$ cat src/logic/phpif_map.svh
// Offsets, field positions, reset values and timing counts of the parallel host port
`ifndef PHPIF_MAP_SVH
`define PHPIF_MAP_SVH

// Register offsets
`define PHPIF_SYSCFG_ADDR 8'h10
`define PHPIF_IEN_ADDR 8'hf0
`define PHPIF_IFLAG_ADDR 8'hf1

// Field positions
`define PHPIF_SYSCFG_WIDTH_LSB 0
`define PHPIF_WIDTH_16 2'h3
`define PHPIF_FLAG_KEY 4
`define PHPIF_FLAG_DMA 3
`define PHPIF_FLAG_TOUCH 2
`define PHPIF_FLAG_BTE 1
`define PHPIF_FLAG_HOST 0
`define PHPIF_STAT_OVR 7
`define PHPIF_STAT_IRQ 6
`define PHPIF_STAT_WIDE 0

// Reset values
`define PHPIF_SYSCFG_RST 8'h00
`define PHPIF_IEN_RST 5'h00
`define PHPIF_IFLAG_RST 5'h00

// Host-relative block transfer operation codes
`define PHPIF_OP_WR_ROP 4'h0
`define PHPIF_OP_RD 4'h1
`define PHPIF_OP_TR_WR 4'h4
`define PHPIF_OP_CEXP 4'h8
`define PHPIF_OP_CEXP_TR 4'h9

// Timing
`define PHPIF_CLK_NS 40
`define PHPIF_GAP_NS 200
`define PHPIF_GAP_CYC ((`PHPIF_GAP_NS + `PHPIF_CLK_NS - 1) / `PHPIF_CLK_NS)

`endif

$ cat src/logic/phpif_pkg.sv
// Types shared by the parallel host port
`default_nettype none
package phpif_pkg;

    // Host bus pins, sampled on the system clock
    typedef struct packed {
        logic cs_n;
        logic rs;
        logic wr_n_rw;
        logic rd_n_en;
        logic [15:0] data;
    } phpif_pins_t;

    // Event pulses from the interrupt sources
    typedef struct packed {
        logic key;
        logic dma;
        logic touch;
        logic bte_done;
        logic bte_host;
        logic font_done;
    } phpif_events_t;

    // Access cycle sequencer
    typedef enum logic [1:0] {
        PHPIF_IDLE = 2'b00,
        PHPIF_ACCESS = 2'b01,
        PHPIF_RECOVER = 2'b11
    } phpif_state_t;

endpackage
`default_nettype wire

$ cat src/logic/phpif_top.sv
// Parallel host port with interrupt flag and enable registers
`default_nettype none
`include "phpif_map.svh"

module phpif_top
    import phpif_pkg::*;
(
    input wire logic mclk_i,
    input wire logic reset_i,
    input wire logic bus_style_strap_i,
    input wire phpif_pins_t pins_i,
    input wire phpif_events_t events_i,
    input wire logic bte_enable_i,
    input wire logic [3:0] bte_op_i,
    input wire logic text_mode_i,
    output logic [15:0] data_o,
    output logic [1:0] data_oe_o,
    output logic irq_n_o,
    output logic wait_n_o,
    output logic bus_wide_o
);

    ////////////////////////////////////////////////////////////////////////////
    // Decoding helpers

    // Operations whose data moves through the host bus
    function automatic logic phpif_host_rel(input logic [3:0] op);
        logic hit;
        hit = 1'b0;
        unique case (op)
            `PHPIF_OP_WR_ROP,
            `PHPIF_OP_RD,
            `PHPIF_OP_TR_WR,
            `PHPIF_OP_CEXP,
            `PHPIF_OP_CEXP_TR: hit = 1'b1;
            default: hit = 1'b0;
        endcase
        return hit;
    endfunction

    // Width field value to wide flag
    function automatic logic phpif_is_wide(input logic [7:0] cfg);
        return cfg[`PHPIF_SYSCFG_WIDTH_LSB +: 2] == `PHPIF_WIDTH_16;
    endfunction

    ////////////////////////////////////////////////////////////////////////////
    // State

    localparam logic [2:0] GAP_CYC = 3'(`PHPIF_GAP_CYC);

    phpif_state_t state_reg, state_next;
    logic strap_reg, strap_next;
    logic cyc_wr_reg, cyc_wr_next;
    logic cyc_rs_reg, cyc_rs_next;
    logic cyc_wide_reg, cyc_wide_next;
    logic [7:0] addr_reg, addr_next;
    logic [7:0] syscfg_reg, syscfg_next;
    logic [4:0] ien_reg, ien_next;
    logic [4:0] flag_reg, flag_next;
    logic [15:0] wdata_reg, wdata_next;
    logic [2:0] gap_reg, gap_next;
    logic [15:0] data_o_reg, data_o_next;
    logic [1:0] oe_reg, oe_next;
    logic irq_n_reg, irq_n_next;
    logic ovr_reg, ovr_next;

    logic act;
    logic is_wr;
    logic [4:0] flag_set;
    logic [4:0] flag_clr;
    logic [4:0] flag_upd;
    logic src0;
    logic [7:0] rd_val;
    logic [7:0] status_val;
    logic end_wr;
    logic end_rd;

    ////////////////////////////////////////////////////////////////////////////
    // Strobe decode

    // Split strobes or enable strobe with direction line
    // Style comes from the latched strap, so a pin glitch after reset
    // cannot flip the decode in the middle of an access
    always_comb begin
        if (!strap_reg) begin
            act = !pins_i.cs_n && (!pins_i.wr_n_rw || !pins_i.rd_n_en);
            is_wr = !pins_i.wr_n_rw;
        end else begin
            act = !pins_i.cs_n && pins_i.rd_n_en;
            is_wr = !pins_i.wr_n_rw;
        end
    end

    // Access end events
    assign end_wr = (state_reg == PHPIF_ACCESS) && !act && cyc_wr_reg;
    assign end_rd = (state_reg == PHPIF_ACCESS) && !act && !cyc_wr_reg;

    ////////////////////////////////////////////////////////////////////////////
    // Read values

    // Status word for a register-select read
    always_comb begin
        status_val = 8'h00;
        status_val[`PHPIF_STAT_OVR] = ovr_reg;
        status_val[`PHPIF_STAT_IRQ] = !irq_n_reg;
        status_val[`PHPIF_STAT_WIDE] = phpif_is_wide(syscfg_reg);
    end

    // Register read multiplexer, unmapped reads zero
    always_comb begin
        rd_val = 8'h00;
        unique case (addr_reg)
            `PHPIF_SYSCFG_ADDR: rd_val = syscfg_reg;
            `PHPIF_IEN_ADDR: rd_val = {3'h0, ien_reg};
            `PHPIF_IFLAG_ADDR: rd_val = {3'h0, flag_reg};
            default: rd_val = 8'h00;
        endcase
    end

    ////////////////////////////////////////////////////////////////////////////
    // Interrupt flags

    // Source of flag 0 depends on engine and text mode
    always_comb begin
        src0 = 1'b0;
        if (bte_enable_i && phpif_host_rel(bte_op_i)) begin
            src0 = events_i.bte_host;
        end else if (!bte_enable_i && text_mode_i) begin
            src0 = events_i.font_done;
        end
    end

    // Set vector from the sources
    always_comb begin
        flag_set = 5'h00;
        flag_set[`PHPIF_FLAG_KEY] = events_i.key;
        flag_set[`PHPIF_FLAG_DMA] = events_i.dma;
        flag_set[`PHPIF_FLAG_TOUCH] = events_i.touch;
        flag_set[`PHPIF_FLAG_BTE] = events_i.bte_done;
        flag_set[`PHPIF_FLAG_HOST] = src0;
    end

    // Write one clears, write zero leaves the flag
    always_comb begin
        flag_clr = 5'h00;
        if (end_wr && !cyc_rs_reg && addr_reg == `PHPIF_IFLAG_ADDR) begin
            flag_clr = wdata_reg[4:0];
        end
    end

    // Per-flag update, a hardware set wins over a host clear in one cycle
    // so that an event landing on the clear write is never lost
    for (genvar i = 0; i < 5; i++) begin : g_flag
        assign flag_upd[i] = flag_set[i] | (flag_reg[i] & !flag_clr[i]);
    end

    ////////////////////////////////////////////////////////////////////////////
    // Next state

    // Writes land only when the strobe ends, using the data seen on the
    // last strobe cycle; reads refresh the output while the strobe stays
    // Sequencer, register file and output data
    always_comb begin
        state_next = state_reg;
        strap_next = strap_reg;
        cyc_wr_next = cyc_wr_reg;
        cyc_rs_next = cyc_rs_reg;
        cyc_wide_next = cyc_wide_reg;
        addr_next = addr_reg;
        syscfg_next = syscfg_reg;
        ien_next = ien_reg;
        wdata_next = wdata_reg;
        gap_next = gap_reg;
        data_o_next = data_o_reg;
        oe_next = oe_reg;
        ovr_next = ovr_reg;
        // Set wins over clear
        flag_next = flag_upd;
        unique case (state_reg)
            PHPIF_IDLE: begin
                if (act) begin
                    state_next = PHPIF_ACCESS;
                    cyc_wr_next = is_wr;
                    cyc_rs_next = pins_i.rs;
                    cyc_wide_next = phpif_is_wide(syscfg_reg);
                    wdata_next = pins_i.data;
                end
            end
            PHPIF_ACCESS: begin
                if (act) begin
                    if (cyc_wr_reg) begin
                        wdata_next = pins_i.data;
                    end else begin
                        // Narrow width drives only the low byte
                        data_o_next = {8'h00, cyc_rs_reg ? status_val : rd_val};
                        oe_next = cyc_wide_reg ? 2'b11 : 2'b01;
                    end
                end else begin
                    state_next = PHPIF_RECOVER;
                    gap_next = GAP_CYC;
                    oe_next = 2'b00;
                    data_o_next = 16'h0000;
                    if (cyc_wr_reg && cyc_rs_reg) begin
                        addr_next = wdata_reg[7:0];
                    end else if (cyc_wr_reg) begin
                        unique case (addr_reg)
                            `PHPIF_SYSCFG_ADDR: syscfg_next = wdata_reg[7:0];
                            `PHPIF_IEN_ADDR: ien_next = wdata_reg[4:0];
                            default: syscfg_next = syscfg_reg;
                        endcase
                    end
                    if (end_rd && cyc_rs_reg) begin
                        ovr_next = 1'b0;
                    end
                end
            end
            PHPIF_RECOVER: begin
                // A cycle started too soon is dropped and noted
                // The recovery stretches while the strobe stays up, so a
                // dropped cycle never turns into a half-taken one
                if (act) begin
                    ovr_next = 1'b1;
                end
                if (gap_reg <= 3'h1) begin
                    state_next = act ? PHPIF_RECOVER : PHPIF_IDLE;
                    gap_next = 3'h0;
                end else begin
                    gap_next = gap_reg - 3'h1;
                end
            end
            default: begin
                state_next = PHPIF_IDLE;
            end
        endcase
        irq_n_next = !(|(flag_next & ien_next));
        if (reset_i) begin
            // Strap is caught while reset is held
            strap_next = bus_style_strap_i;
        end
    end

    ////////////////////////////////////////////////////////////////////////////
    // Registers

    // Strap follows its pin during reset only
    always_ff @(posedge mclk_i) begin
        strap_reg <= strap_next;
    end

    // Control and data state
    always_ff @(posedge mclk_i) begin
        if (reset_i) begin
            state_reg <= PHPIF_IDLE;
            cyc_wr_reg <= 1'b0;
            cyc_rs_reg <= 1'b0;
            cyc_wide_reg <= 1'b0;
            addr_reg <= 8'h00;
            syscfg_reg <= `PHPIF_SYSCFG_RST;
            ien_reg <= `PHPIF_IEN_RST;
            flag_reg <= `PHPIF_IFLAG_RST;
            wdata_reg <= 16'h0000;
            gap_reg <= 3'h0;
            data_o_reg <= 16'h0000;
            oe_reg <= 2'b00;
            irq_n_reg <= 1'b1;
            ovr_reg <= 1'b0;
        end else begin
            state_reg <= state_next;
            cyc_wr_reg <= cyc_wr_next;
            cyc_rs_reg <= cyc_rs_next;
            cyc_wide_reg <= cyc_wide_next;
            addr_reg <= addr_next;
            syscfg_reg <= syscfg_next;
            ien_reg <= ien_next;
            flag_reg <= flag_next;
            wdata_reg <= wdata_next;
            gap_reg <= gap_next;
            data_o_reg <= data_o_next;
            oe_reg <= oe_next;
            irq_n_reg <= irq_n_next;
            ovr_reg <= ovr_next;
        end
    end

    ////////////////////////////////////////////////////////////////////////////
    // Outputs

    // Busy while a cycle or its recovery runs, active low
    // Host may poll this instead of counting the recovery gap itself
    // Lane enables drop at strobe end so the host never sees bus contention
    assign wait_n_o = (state_reg == PHPIF_IDLE);
    assign irq_n_o = irq_n_reg;
    assign data_o = data_o_reg;
    assign data_oe_o = oe_reg;
    assign bus_wide_o = phpif_is_wide(syscfg_reg);

endmodule // phpif_top
`default_nettype wire

$ cat config.mk
export PLATFORM = sky130hd
export DESIGN_NAME = phpif_top
export DESIGN_NICKNAME = d
export VERILOG_FILES = /design/src/logic/phpif_pkg.sv /design/src/logic/phpif_top.sv
export VERILOG_INCLUDE_DIRS = /design/src /design/src/logic
export SDC_FILE = /design/constraint.sdc
export NUM_CORES = 1
export LEC_CHECK = 0
export BUFFER_PORTS_ARGS = -buffer_cell sky130_fd_sc_hd__buf_4
export CAP_MARGIN = 20
export CORE_MARGIN = 5
export CORE_UTILIZATION = 57
export DETAILED_ROUTE_END_ITERATION = 10
export HOLD_SLACK_MARGIN = 0.06
export PLACE_DENSITY = 0.83
export SYNTH_ARGS = -nofsm -noshare
export SYNTH_HDL_FRONTEND = slang
export SYNTH_SLANG_ARGS = --single-unit
$ cat constraint.sdc
create_clock -name mclk_i -period 3.48 [get_ports mclk_i]
set_input_delay 0.348 -clock mclk_i [delete_from_list [all_inputs] [get_ports mclk_i]]
set_output_delay 0.348 -clock mclk_i [all_outputs]
set_load 0.02 [all_outputs]
* Yosys cells after proc, flatten, opt, wreduce, memory -nomap -nowiden
Cells that the tools add are included.
W data, S select, Z words.
** Storage, ports and cells
- Bits in read-only memories :: 0
- Flip-flop bits (word level) :: 63
- Logic and storage cells :: 121
- Input bits :: 35
- Memories kept :: 0
- Latch bits :: 0
- Memory bits (writable) :: 0
- Output and inout bits :: 21
** Cells by class
- Add/subtract/negate cells :: 1
- Muxes and demuxes :: 33
- Bitwise gates (word level) :: 13
- Eq/ne operators :: 18
- Shifts and indexed selects :: 0
- Reductions and logical operators :: 40
- Multipliers :: 0
- Magnitude comparators :: 1
- Divide/modulo/power cells :: 0
** Operators with widths (number)
- $mux W16 :: 2
- $mux W8 :: 4
- $mux W5 :: 6
- $pmux W8 S3 :: 1
- $eq A8 B8 Y1 const B :: 2
- $pmux W8 S2 :: 1
- $logic_not A1 Y1 :: 14
- $mux W2 :: 7
- $ne A2 B2 Y1 const B :: 6
- $logic_and A1 B1 Y1 :: 11
- $reduce_or A5 Y1 :: 2
- $eq A4 B4 Y1 const B :: 2
- $eq A8 B5 Y1 const B :: 1
- $reduce_and A4 Y1 :: 2
- $mux W1 :: 7
- $mux W3 :: 2
- $pmux W2 S3 :: 1
- $pmux W3 S2 :: 1
- $reduce_and A2 Y1 :: 3
- $reduce_and A3 Y1 :: 2
- $and A1 B1 Y1 :: 5
- $and A5 B5 Y5 :: 1
- $or A1 B1 Y1 :: 5
- $reduce_and A5 Y1 :: 1
- 13 further kinds :: 17

* Longest topological paths before layout
Gate-level depths: netlist of run 1.
- Depth after elaboration :: 16
- Mapped depth :: 7
- Gate-level depth less buffers :: 7

* Least setup slack after synthesis of run 1
OpenSTA, ideal clock, no wires.
- Path kind :: reg-to-reg
- Start :: reg addr_reg[1]
- End :: reg irq_n_reg, in the netlist irq_n_o
- Library setup time :: 0.116 ns
- Path buffers :: 1
- Arrival :: 1.603 ns
- Cell stages (with the launch flop) :: 8
- Period minus slack after synthesis :: 1.719 ns
- Setup slack :: 1.761 ns
- Data required time :: 3.364 ns
- Cell sequence :: dfxtp_1 > nor4b_4 > and4_1 > buf_4 > nand3b_4 > mux2i_1 > o22a_1 > a41o_1
** Between the ends
- Word-level cells in the longest chain between the ends :: 9
- Elaborated cells between the ends (all ways) :: 27
- Those cells by class :: eq/ne: 2; mux: 6; bitwise: 11; reduce/logical: 8
** RTL lines
- start, declared :: line phpif_top.sv:56 : logic [7:0] addr_reg, addr_next;
- start signal, assigned :: line phpif_top.sv:272 : addr_reg <= addr_next;
- $eq A8 B8 Y1, on equally long branches
- $mux W5 or $logic_and A1 B1 Y1 (tied branches)
- $mux W5, on equally long branches :: line phpif_top.sv:205, phpif_top.sv:146
- $mux W5 or $logic_not A1 Y1 (tied branches) :: line phpif_top.sv:203, phpif_top.sv:154
- $mux W5 or $and A1 B1 Y1 (tied branches) :: line phpif_top.sv:190, phpif_top.sv:154
- $mux W5 or $or A1 B1 Y1 (tied branches) :: line phpif_top.sv:179, phpif_top.sv:154
- $and A5 B5 Y5 (*) :: line phpif_top.sv:235 : irq_n_next = !(|(flag_next & ien_next));
- $reduce_or A5 Y1 (*) :: line phpif_top.sv:235
- $logic_not A1 Y1 (*) :: line phpif_top.sv:235
- end signal, assigned :: line phpif_top.sv:280 : irq_n_reg <= irq_n_next;
- end, declared :: line phpif_top.sv:64 : logic irq_n_reg, irq_n_next;
Every way passes the cells marked *; elsewhere a longest branch is shown, timed or not.
A chain may end at the register's enable or synchronous reset.

* Worst setup path after layout of run 1
- Start :: reg state_reg[0]
- End :: reg irq_n_reg, in the netlist irq_n_o
** Between the ends
- Word-level cells in the longest chain between the ends :: 12
- Elaborated cells between the ends (all ways) :: 25
- Those cells by class :: eq/ne: 1; mux: 2; bitwise: 11; reduce/logical: 11
** RTL lines
- start, declared :: line phpif_top.sv:51 : phpif_state_t state_reg, state_next;
- start signal, assigned :: line phpif_top.sv:268 : state_reg <= state_next;
- $eq A2 B1 Y1 (*) :: line phpif_top.sv:95, phpif_top.sv:179
- $logic_and A1 B1 Y1 (2 in series) :: line phpif_top.sv:95 : assign end_wr = (state_reg == PHPIF_ACCESS) && !act && cyc_wr_reg;
- $logic_and A1 B1 Y1 :: line phpif_top.sv:146 : if (end_wr && !cyc_rs_reg && addr_reg == `PHPIF_IFLAG_ADDR) begin
- $logic_and A1 B1 Y1 (no source line)
- $mux W5 :: line phpif_top.sv:146
- $logic_not A1 Y1 :: line phpif_top.sv:154 : assign flag_upd[i] = flag_set[i] | (flag_reg[i] & !flag_clr[i]);
- $and A1 B1 Y1 :: line phpif_top.sv:154
- $or A1 B1 Y1 :: line phpif_top.sv:154
- $and A5 B5 Y5 (*) :: line phpif_top.sv:235
- $reduce_or A5 Y1 (*) :: line phpif_top.sv:235
- $logic_not A1 Y1 (*) :: line phpif_top.sv:235
Marked as above.

==> results of run 1 <==
metal layers:
metal / share of wire [%] / wire, µm / vias to the layer above / global-route usage [%]
met5: 0 / 0 / - / 0
met3: 4.1 / 203 / 5 / 3.90
met1: 44 / 2200 / 898 / 22.4
li1: - / - / 967 / -
met4: 0.89 / 44 / 0 / 4.27
met2: 51 / 2520 / 35 / 28.6
kinds of logic after synthesis:
kind of cell | synth area share [%]
DFF | 44.7
muxes | 15.3
AOI/OAI and AO/OA | 12.4
adders and majority gates | 1.01
and+or+nand+nor | 19.9
other | 0.151
buffers and inverters | 6.49
cell type report:
cell class,count,area share [%]
sequential,55,39.0
clock buffer,6,2.90
multi-input combinational,190,43.5
inverter,5,0.659
timing repair buffer,39,10.3
tap,52,2.28
clock inverter,2,1.36
Yosys cell counts (2+ instances only):
| cell type | instances | area (µm²) |
|---|---|---|
| a211oi_1 | 2 | 15.0 |
| a21boi_0 | 3 | 22.5 |
| nor3_1 | 3 | 15.0 |
| and2_1 | 3 | 18.8 |
| clkbuf_1 | 8 | 30.0 |
| buf_4 | 9 | 67.6 |
| a22oi_1 | 7 | 52.6 |
| a41oi_1 | 2 | 17.5 |
| o21ai_0 | 9 | 45.0 |
| inv_1 | 5 | 18.8 |
| nor2_1 | 64 | 240 |
| nand2_1 | 10 | 37.5 |
| a221oi_1 | 2 | 17.5 |
| mux2i_1 | 37 | 370 |
| and3_1 | 2 | 12.5 |
| nand2b_1 | 2 | 12.5 |
| buf_2 | 5 | 25.0 |
| o21bai_1 | 4 | 30.0 |
| a21oi_1 | 5 | 25.0 |
| dfxtp_1 | 54 | 1080 |
| nor3_2 | 2 | 20.0 |
| a32oi_1 | 2 | 17.5 |
| ha_1 | 2 | 25.0 |
where the power goes:
part | switching [mW] | leakage (nW) | total (mW) | internal [mW]
logic | 0.0737 | 0.705 | 0.133 | 0.0597
clock network | 0.205 | 0.0618 | 0.442 | 0.237
registers | 0.0276 | 0.449 | 0.679 | 0.651
total | 0.306 | 1.22 | 1.25 | 0.948
worst paths after layout:
path,slack (ns),start,cells past startpoint,to
max,1.37,state_reg[0],6,irq_n_o
min reg2reg,0.51,syscfg_reg[2],2,syscfg_reg[2]
min,0.22,bus_style_strap_i,1,strap_reg
max reg2reg,1.37,state_reg[0],6,irq_n_o
through the flow:
step / std cells / power [mW] / setup slack (ns)
after floorplan: 275 / 0.788 / 1.76
after global placement: 341 / 0.822 / 1.46
after detailed placement: 341 / 0.827 / 1.41
after CTS: 349 / 1.27 / 1.38
after global routing: 349 / 1.31 / 1.28
final: 349 / 1.25 / 1.37
==> impl_metrics.toml, run 1 <==
[sta]
final.period_utilization_pct = 60.6
drv_slew = 0
final-hold-violation-count = 0
hold-worst-slack_ns = 0.218
totalNegativeSetupSlack_ns = 0
final.setup_skew_ns = 0.00891
grt_setup_unrepaired = "false"
max_clock_freq_mhz = 474
max_slew.worst_pin.slew_ns = 0.564
maxSlewHeadroom_pct = 62.4
final-setup-viol-count = 0
period_minus_slack_ns = 2.11

[logic_synthesis]
postSynthAreaPerCell_um2 = 9.28
yosys_warnings = 0
post_synth_num_cell_types = 49
yosysSeqAreaShare_pct = 44.7
synth_cells = 268
async_reset_ff_share_pct = 0
synth-edff-count = 1
syn_area_um2 = 2490
number_of_synthesized_register_bits = 55
synthFlopType = "dfxtp_1"

[routing]
avgRoutedWirePerCell_um = 14.2
route.detailed.drc = 0
drt_pass1_iterations = 4
antenna_violating_nets_post_route = 0
drt_wl_total_um = 4970
drt-vias-per-instance = 5.46
drtIter0Drc = 116
detailroute.via_count = 1905

[floorplan]
core-area_um2 = 4290
ioPinCount = 56
chipWidth_um = 76.0
die_y_um = 76.0
floorplan.die_area_um2 = 5780
initial_core_util_pct = 57.9
placementRows = 24

[setup_path]
endpoint_kind = "register"
setup.worst_path.class = "register to register"
cp.required_ns = 3.69
critical_path_peak_fanout = 13
critical_path.slowest_cell = "dfxtp_1"
crit_path_start_kind = "register"
critical_path.top_delay_family = "compound AO/OA/AOI/OAI gates"
arrival_worst_endpoint_ns = 2.31
worstPathBufferInverterCount = 0
critical-path-max-stage-delay_ns = 0.60
crit_path_cells = "nor4bb_1, o31a_2, nand3b_4, mux2i_1, o22a_1, a41o_1"

[finish]
finalInstanceArea_um2 = 2850
n_antenna_cell = 0
flow.area_growth_from_synthesis_pct = 14.6
final-seq-area_um2 = 1110
final_util_pct = 66.3
layout.filler_cells = 363
num-nets-final = 333
final_cell_mix = "nor2_1 (64), dfxtp_1 (54), buf_4 (39)"
multi_input_comb_area_um2 = 1240
final_common_cell = "nor2_1"
drive_above_1_share_pct = 18.9

[global_routing]
largest_net_degree_at_the_start_of_global_routing = 56
grt_antenna_before_repair = 0
globalRouteTotalUtil_pct = 17.2
globalRoute.totalOverflow = 0
via_count_of_the_first_global_routing_pass = 1770
first_pass_grt_wire_length_um = 8360

[cts]
cts_sink_cnt = 55
post-cts-setup-buffer-count = 0
cts.clk_slew.worst_paths_ns = 0.10
post_cts_resized = 0
clk_path_buf_depth = 2
clock-root-buffer = "clkbuf_8"
cts_hold_repair.buffers = 0
insertion_delay_ns = 0.30
cts-htree-levels = 2
cts-buffers-inserted = 5
tritoncts = "built"

[placement]
dp_hpwl_um = 3580
place_area_um2 = 2730
gpl.final_weighted_congestion = 0.828
io_buffers = 39

[power_and_ir_drop]
vdd_drop_max_mv = 0.321
p_leak_nw = 1.22
pwr_density_cell_nw_per_um2 = 440

[run]
timing.max_cap.violations = 0

[hold_path]
worst_hold_path_type = "primary input to register"

[outcome]
status = "complete, no violations"
(Power assumes the default switching activity.)
==> run 2: changes to the inputs <==
--- a/config.mk
+++ b/config.mk
@@ -9,10 +9,10 @@
 export BUFFER_PORTS_ARGS = -buffer_cell sky130_fd_sc_hd__buf_4
 export CAP_MARGIN = 20
 export CORE_MARGIN = 5
-export CORE_UTILIZATION = 57
+export CORE_UTILIZATION = 48
 export DETAILED_ROUTE_END_ITERATION = 10
 export HOLD_SLACK_MARGIN = 0.06
-export PLACE_DENSITY = 0.83
+export PLACE_DENSITY = 0.75
 export SYNTH_ARGS = -nofsm -noshare
 export SYNTH_HDL_FRONTEND = slang
 export SYNTH_SLANG_ARGS = --single-unit
==> constraint.sdc (replaced) <==
create_clock -name mclk_i -period 1.9 [get_ports mclk_i]
set_input_delay 0.19 -clock mclk_i [delete_from_list [all_inputs] [get_ports mclk_i]]
set_output_delay 0.19 -clock mclk_i [all_outputs]
set_load 0.02 [all_outputs]
==> run 2 against run 1 <==
Core utilization shrank 6.2 points. First-iteration DRC count shrank 35%. Worst hold slack worse by 0.13 ns. Flip-flop and latch count unchanged. Global-route usage fell by 1.2 points. Clock-buffer cell count unchanged. Final area up 7.1%. Sequential share of layout area fell by 2.6 points. Critical path type unchanged.
==> impl_metrics.toml, run 2 (synthesis gave the netlist of run 1 again) <==
[finish]
drive_above_1_share_pct = 24.8
finish.cell_count_without_fillers = 384
final-seq-area_um2 = 1110
layout.filler_cells = 475
finalInstanceArea_um2 = 3050
flow.area_growth_from_synthesis_pct = 22.7
final_common_cell = "nor2_1"
num-nets-final = 350
multi_input_comb_area_um2 = 1280
n_antenna_cell = 0
final_cell_mix = "nor2_1 (64), dfxtp_1 (54), buf_4 (54)"

[setup_path]
arrival_worst_endpoint_ns = 2.00
crit_cells = 6
critical-path-max-stage-delay_ns = 0.34
r2r_end = "irq_n_o"
cp-startpoint = "cyc_rs_reg"
cp-endpoint = "irq_n_o"
setup.worst_path.class = "register to register"
rr_worst_depth = 6
endpoint_kind = "register"
critical_path.slowest_cell = "dfxtp_1"
critical_path_peak_fanout = 5
cp.required_ns = 2.11
reg2reg_slack_ns = 0.11
worstPathBufferInverterCount = 0
critical_path.top_delay_family = "compound AO/OA/AOI/OAI gates"
crit_path_start_kind = "register"
crit_path_cells = "nor4bb_2, o31a_2, nand3b_4, mux2i_1, o22a_1, a41o_1"
worstReg2RegStart = "cyc_rs_reg"

[routing]
avgRoutedWirePerCell_um = 14.0
route.detailed.drc = 0
met3RoutedLength_um = 249
drtIter0Drc = 75
detailroute.via_count = 1951
drt_pass1_iterations = 4
dr_wl_met2_um = 2600
drt-vias-per-instance = 5.08
drt_wl_total_um = 5380
antenna_violating_nets_post_route = 0
drt-met1-wl_um = 2500
routed.top_layer = "met4"

[power_and_ir_drop]
p_leak_nw = 1.31
internal_power_contribution_mw = 1.80
power_frac_comb_pct = 12.2
pwr_density_cell_nw_per_um2 = 781
clockPowerShare_pct = 36.3
net_switching_share_of_the_total_power_pct = 24.5
switching_power_uw = 583
sequential_group_share_of_total_power_pct = 51.5
vdd_drop_max_mv = 0.445

[run]
timing.max_cap.violations = 0

[cts]
cts_sink_cnt = 55
insertion_delay_ns = 0.31
clk_path_buf_depth = 2
cts.clk_slew.worst_paths_ns = 0.10
clock-root-buffer = "clkbuf_8"
tritoncts = "built"
cts-buffers-inserted = 5
cts-htree-levels = 2

[global_routing]
via_count_of_the_first_global_routing_pass = 1723
first_pass_grt_wire_length_um = 8310
globalRoute.totalOverflow = 0
grt_antenna_before_repair = 0
globalRouteTotalUtil_pct = 16.0
largest_net_degree_at_the_start_of_global_routing = 56

[sta]
final-setup-viol-count = 0
hold-worst-slack_ns = 0.0923
drv_slew = 0
maxSlewHeadroom_pct = 61.0
grt_setup_unrepaired = "false"
final-hold-violation-count = 0
max_clock_freq_mhz = 560
max_slew.worst_pin.slew_ns = 0.584
final.period_utilization_pct = 94.0
period_minus_slack_ns = 1.79
totalNegativeSetupSlack_ns = 0
final.setup_skew_ns = 0.00950

[floorplan]
core-area_um2 = 5070
ioPinCount = 56
placementRows = 26
initial_core_util_pct = 49.0
chipWidth_um = 82.0
die_y_um = 82.0
floorplan.die_area_um2 = 6720

[placement]
placedCellCount = 373
place_area_um2 = 2860
gpl.final_weighted_congestion = 0.778
io_buffers = 39
dp_hpwl_um = 3870

[hold_path]
worst_hold_path_type = "primary input to register"

[outcome]
status = "complete, no violations"
[run 2: power by group through the flow]
stage | registers (mW) | clock network (mW) | logic [mW]
6_report | 1.23 | 0.864 | 0.291
5_1_grt | 1.23 | 0.918 | 0.319
4_1_cts | 1.23 | 0.882 | 0.287
3_5_place_dp | 1.25 | 0 | 0.282
3_3_place_gp | 1.25 | 0 | 0.278
2_1_floorplan | 1.24 | 0 | 0.200
[run 2: worst reg2reg max path: stages, from the launching register on]
cell and delay, ns:
dfxtp_1 0.34, nor4bb_2 0.29, o31a_2 0.29, nand3b_4 0.15
mux2i_1 0.16, o22a_1 0.23, a41o_1 0.23
[run 2: worst min path at each step]
| stage | startpoint | to | slack (ns) | depth (start not counted) |
|---|---|---|---|---|
| 3_5_place_dp | bus_style_strap_i | strap_reg | 0.37 | 1 |
| 2_1_floorplan | pins_i[17] | cyc_wr_reg | 0.29 | 1 |
| 6_report | events_i[4] | flag_reg[3] | 0.09 | 3 |
| 5_1_grt | events_i[4] | flag_reg[3] | 0.09 | 3 |
| 3_3_place_gp | bus_style_strap_i | strap_reg | 0.38 | 1 |
| 4_1_cts | events_i[4] | flag_reg[3] | 0.09 | 3 |
[run 2: what timing repair did]
action / CTS / global route
resized for setup: 0 / 11
endpoints found under the setup margin: 0 / 8
setup buffers: 0 / 1
hold buffers: 2 / 0
hold endpoints to repair: 2 / 0
[run 2: final cells by class]
class / count / area share, %
multi-input combinational: 190 / 41.9
sequential: 55 / 36.4
timing repair buffer: 56 / 13.9
clock buffer: 6 / 3.08
tap: 70 / 2.87
clock inverter: 2 / 1.23
inverter: 5 / 0.615
[run 2: routing by layer]
metal / up-vias / global-route usage [%]
li1: 1006 / -
met1: 902 / 22.0
met2: 39 / 25.5
met3: 4 / 3.73
met4: 0 / 3.49
met5: - / 0
[run 2: per-stage QoR]
stage	setup slack (ns)	utilization, %	power (mW)
final	0.113	60.1	2.38
after global routing	0.0229	60.1	2.47
after CTS	0.0447	59.2	2.40
after detailed placement	0.0833	56.3	1.53
after global placement	0.101	56.3	1.53
after floorplan	0.181	-	1.44
==> run 3: changes to the inputs <==
--- a/config.mk
+++ b/config.mk
@@ -9,10 +9,11 @@
 export BUFFER_PORTS_ARGS = -buffer_cell sky130_fd_sc_hd__buf_4
 export CAP_MARGIN = 20
 export CORE_MARGIN = 5
-export CORE_UTILIZATION = 48
+export CORE_UTILIZATION = 57
+export CTS_CLUSTER_DIAMETER = 50
 export DETAILED_ROUTE_END_ITERATION = 10
 export HOLD_SLACK_MARGIN = 0.06
-export PLACE_DENSITY = 0.75
+export PLACE_DENSITY = 0.83
 export SYNTH_ARGS = -nofsm -noshare
 export SYNTH_HDL_FRONTEND = slang
 export SYNTH_SLANG_ARGS = --single-unit
==> constraint.sdc (replaced) <==
create_clock -name mclk_i -period 2.1 [get_ports mclk_i]
set_input_delay 0.21 -clock mclk_i [delete_from_list [all_inputs] [get_ports mclk_i]]
set_output_delay 0.21 -clock mclk_i [all_outputs]
set_load 0.02 [all_outputs]
==> run 3 against run 2 <==
Core utilization grew 6.9 points. Sequential power shrank 9.8%. Worst setup slack gained 0.13 ns. Cell count shrank 6.8%. Critical endpoint unchanged. Sequential share of layout area grew 2.2 points. Global-route usage grew 1.9 points. Non-clock buffer count shrank 7. Largest cell class unchanged. Highest routed layer unchanged. Clock power shrank 37%. Total power shrank 20%.
==> impl_metrics.toml, run 3 (synthesis gave the netlist of run 1 again) <==
[sta]
final-setup-viol-count = 0
final.period_utilization_pct = 88.5
period_minus_slack_ns = 1.86
final.setup_skew_ns = 0.00650
max_clock_freq_mhz = 538
final-hold-violation-count = 0
max_slew.worst_pin.slew_ns = 0.585
maxSlewHeadroom_pct = 61.0
drv_slew = 0
totalNegativeSetupSlack_ns = 0
grt_setup_unrepaired = "false"

[setup_path]
rr_worst_depth = 6
crit_path_cells = "nor2b_1, o31a_2, and3_1, a21boi_0, o21bai_1, a41o_1"
critical_path_peak_fanout = 5
critical-path-max-stage-delay_ns = 0.40
cp.required_ns = 2.30
crit_path_start_kind = "register"
reg2reg_slack_ns = 0.24
critical_path.slowest_cell = "o31a_2"
worstReg2RegStart = "strap_reg"
arrival_worst_endpoint_ns = 2.06
endpoint_kind = "register"
r2r_end = "irq_n_o"
setup.worst_path.class = "register to register"

[power_and_ir_drop]
pwr_density_cell_nw_per_um2 = 659
power_mw = 1.90
vdd_drop_max_mv = 0.429
p_leak_nw = 1.25

[hold_path]
worst_hold_path_type = "primary input to register"
timing.hold.worst_endpoint = "strap_reg"
worstHoldPathCells = 1
hold_start = "bus_style_strap_i"

[finish]
final_cell_mix = "nor2_1 (64), dfxtp_1 (54), buf_4 (49)"
drive_above_1_share_pct = 20.6
num-nets-final = 343
n_antenna_cell = 0
flow.area_growth_from_synthesis_pct = 15.8
final_common_cell = "nor2_1"
layout.filler_cells = 383

[placement]
dp_hpwl_um = 3730
io_buffers = 39
gpl.final_weighted_congestion = 0.821

[cts]
clk_path_buf_depth = 2
cts-buffers-inserted = 5
insertion_delay_ns = 0.30
cts_hold_repair.buffers = 0
tritoncts = "built"
cts.clk_slew.worst_paths_ns = 0.09
cts-htree-levels = 2
cts_sink_cnt = 55
post-cts-setup-buffer-count = 0
clock-root-buffer = "clkbuf_8"
post_cts_resized = 0

[run]
timing.max_cap.violations = 0

[routing]
detailroute.via_count = 1976
drt_pass1_iterations = 4
routed.top_layer = "met4"
met3RoutedLength_um = 199
drt-vias-per-instance = 5.52
route.detailed.drc = 0
dr_wl_met2_um = 2630
avgRoutedWirePerCell_um = 14.2
drtIter0Drc = 103
antenna_violating_nets_post_route = 0
drt_wl_total_um = 5080
drt-met1-wl_um = 2210

[floorplan]
placementRows = 24
floorplan.die_area_um2 = 5780
die_y_um = 76.0
chipWidth_um = 76.0
core-area_um2 = 4290
initial_core_util_pct = 57.9
ioPinCount = 56

[outcome]
status = "complete, no violations"

[global_routing]
largest_net_degree_at_the_start_of_global_routing = 56
first_pass_grt_wire_length_um = 8760
grt_antenna_before_repair = 0
globalRoute.totalOverflow = 0
globalRouteTotalUtil_pct = 17.9
via_count_of_the_first_global_routing_pass = 1941
[run 3: changes by cell type in the layout (fill, tap and decap cells not counted), sizes merged]
cell,delta
clkinvlp,-1
dlygate4sd3,-2
bufinv,-1
clkbuf,+1
buf,-5
[run 3: worst max path at each step]
stage                start            to  depth (start not counted)
3_3_place_gp     strap_reg       irq_n_o                          6
5_1_grt        addr_reg[1]       irq_n_o                          7
4_1_cts          strap_reg  wdata_reg[1]                          6
6_report         strap_reg       irq_n_o                          6
2_1_floorplan  addr_reg[1]       irq_n_o                          7
3_5_place_dp     strap_reg       irq_n_o                          6
[run 3: per-layer routing]
| metal | vias to the layer above | global-route usage [%] |
|---|---|---|
| li1 | 984 | - |
| met1 | 942 | 21.7 |
| met5 | - | 0 |
| met4 | 0 | 4.27 |
| met2 | 43 | 31.6 |
| met3 | 7 | 4.37 |
[run 3: layout make-up]
type | count | area (µm²) | share of cell area, %
multi-input combinational | 190 | 1240 | 43.1
sequential | 55 | 1110 | 38.6
timing repair buffer | 49 | 368 | 12.8
clock buffer | 7 | 76.3 | 2.65
tap | 52 | 65.1 | 2.26
inverter | 5 | 18.8 | 0.652
[run 3: through the flow]
stage / util (%) / cell area [µm²] / instances / setup slack (ns) / hold slack (ns)
after floorplan: - / 2510 / 275 / 0.381 / 0.306
after global placement: 65.3 / 2800 / 351 / 0.285 / 0.394
after detailed placement: 65.3 / 2800 / 351 / 0.250 / 0.402
after CTS: 67.0 / 2880 / 358 / 0.228 / 0.0871
after global routing: 67.0 / 2880 / 358 / 0.0982 / 0.0755
final: 67.0 / 2880 / 358 / 0.242 / 0.0885
[run 3: worst max-delay path, delay by kind of cell, from the launching register on]
family	cells	cell delay (ns)
AO/OA/AOI/OAI	4	0.98
flip-flops	1	0.39
AND/OR/NAND/NOR	2	0.40
[run 3: where the power goes]
part	leakage (nW)	total, mW	internal (mW)	switching (mW)
clock	0.0383	0.541	0.231	0.311
combinational	0.759	0.249	0.108	0.141
sequential	0.449	1.11	1.08	0.0286
total	1.25	1.90	1.42	0.481
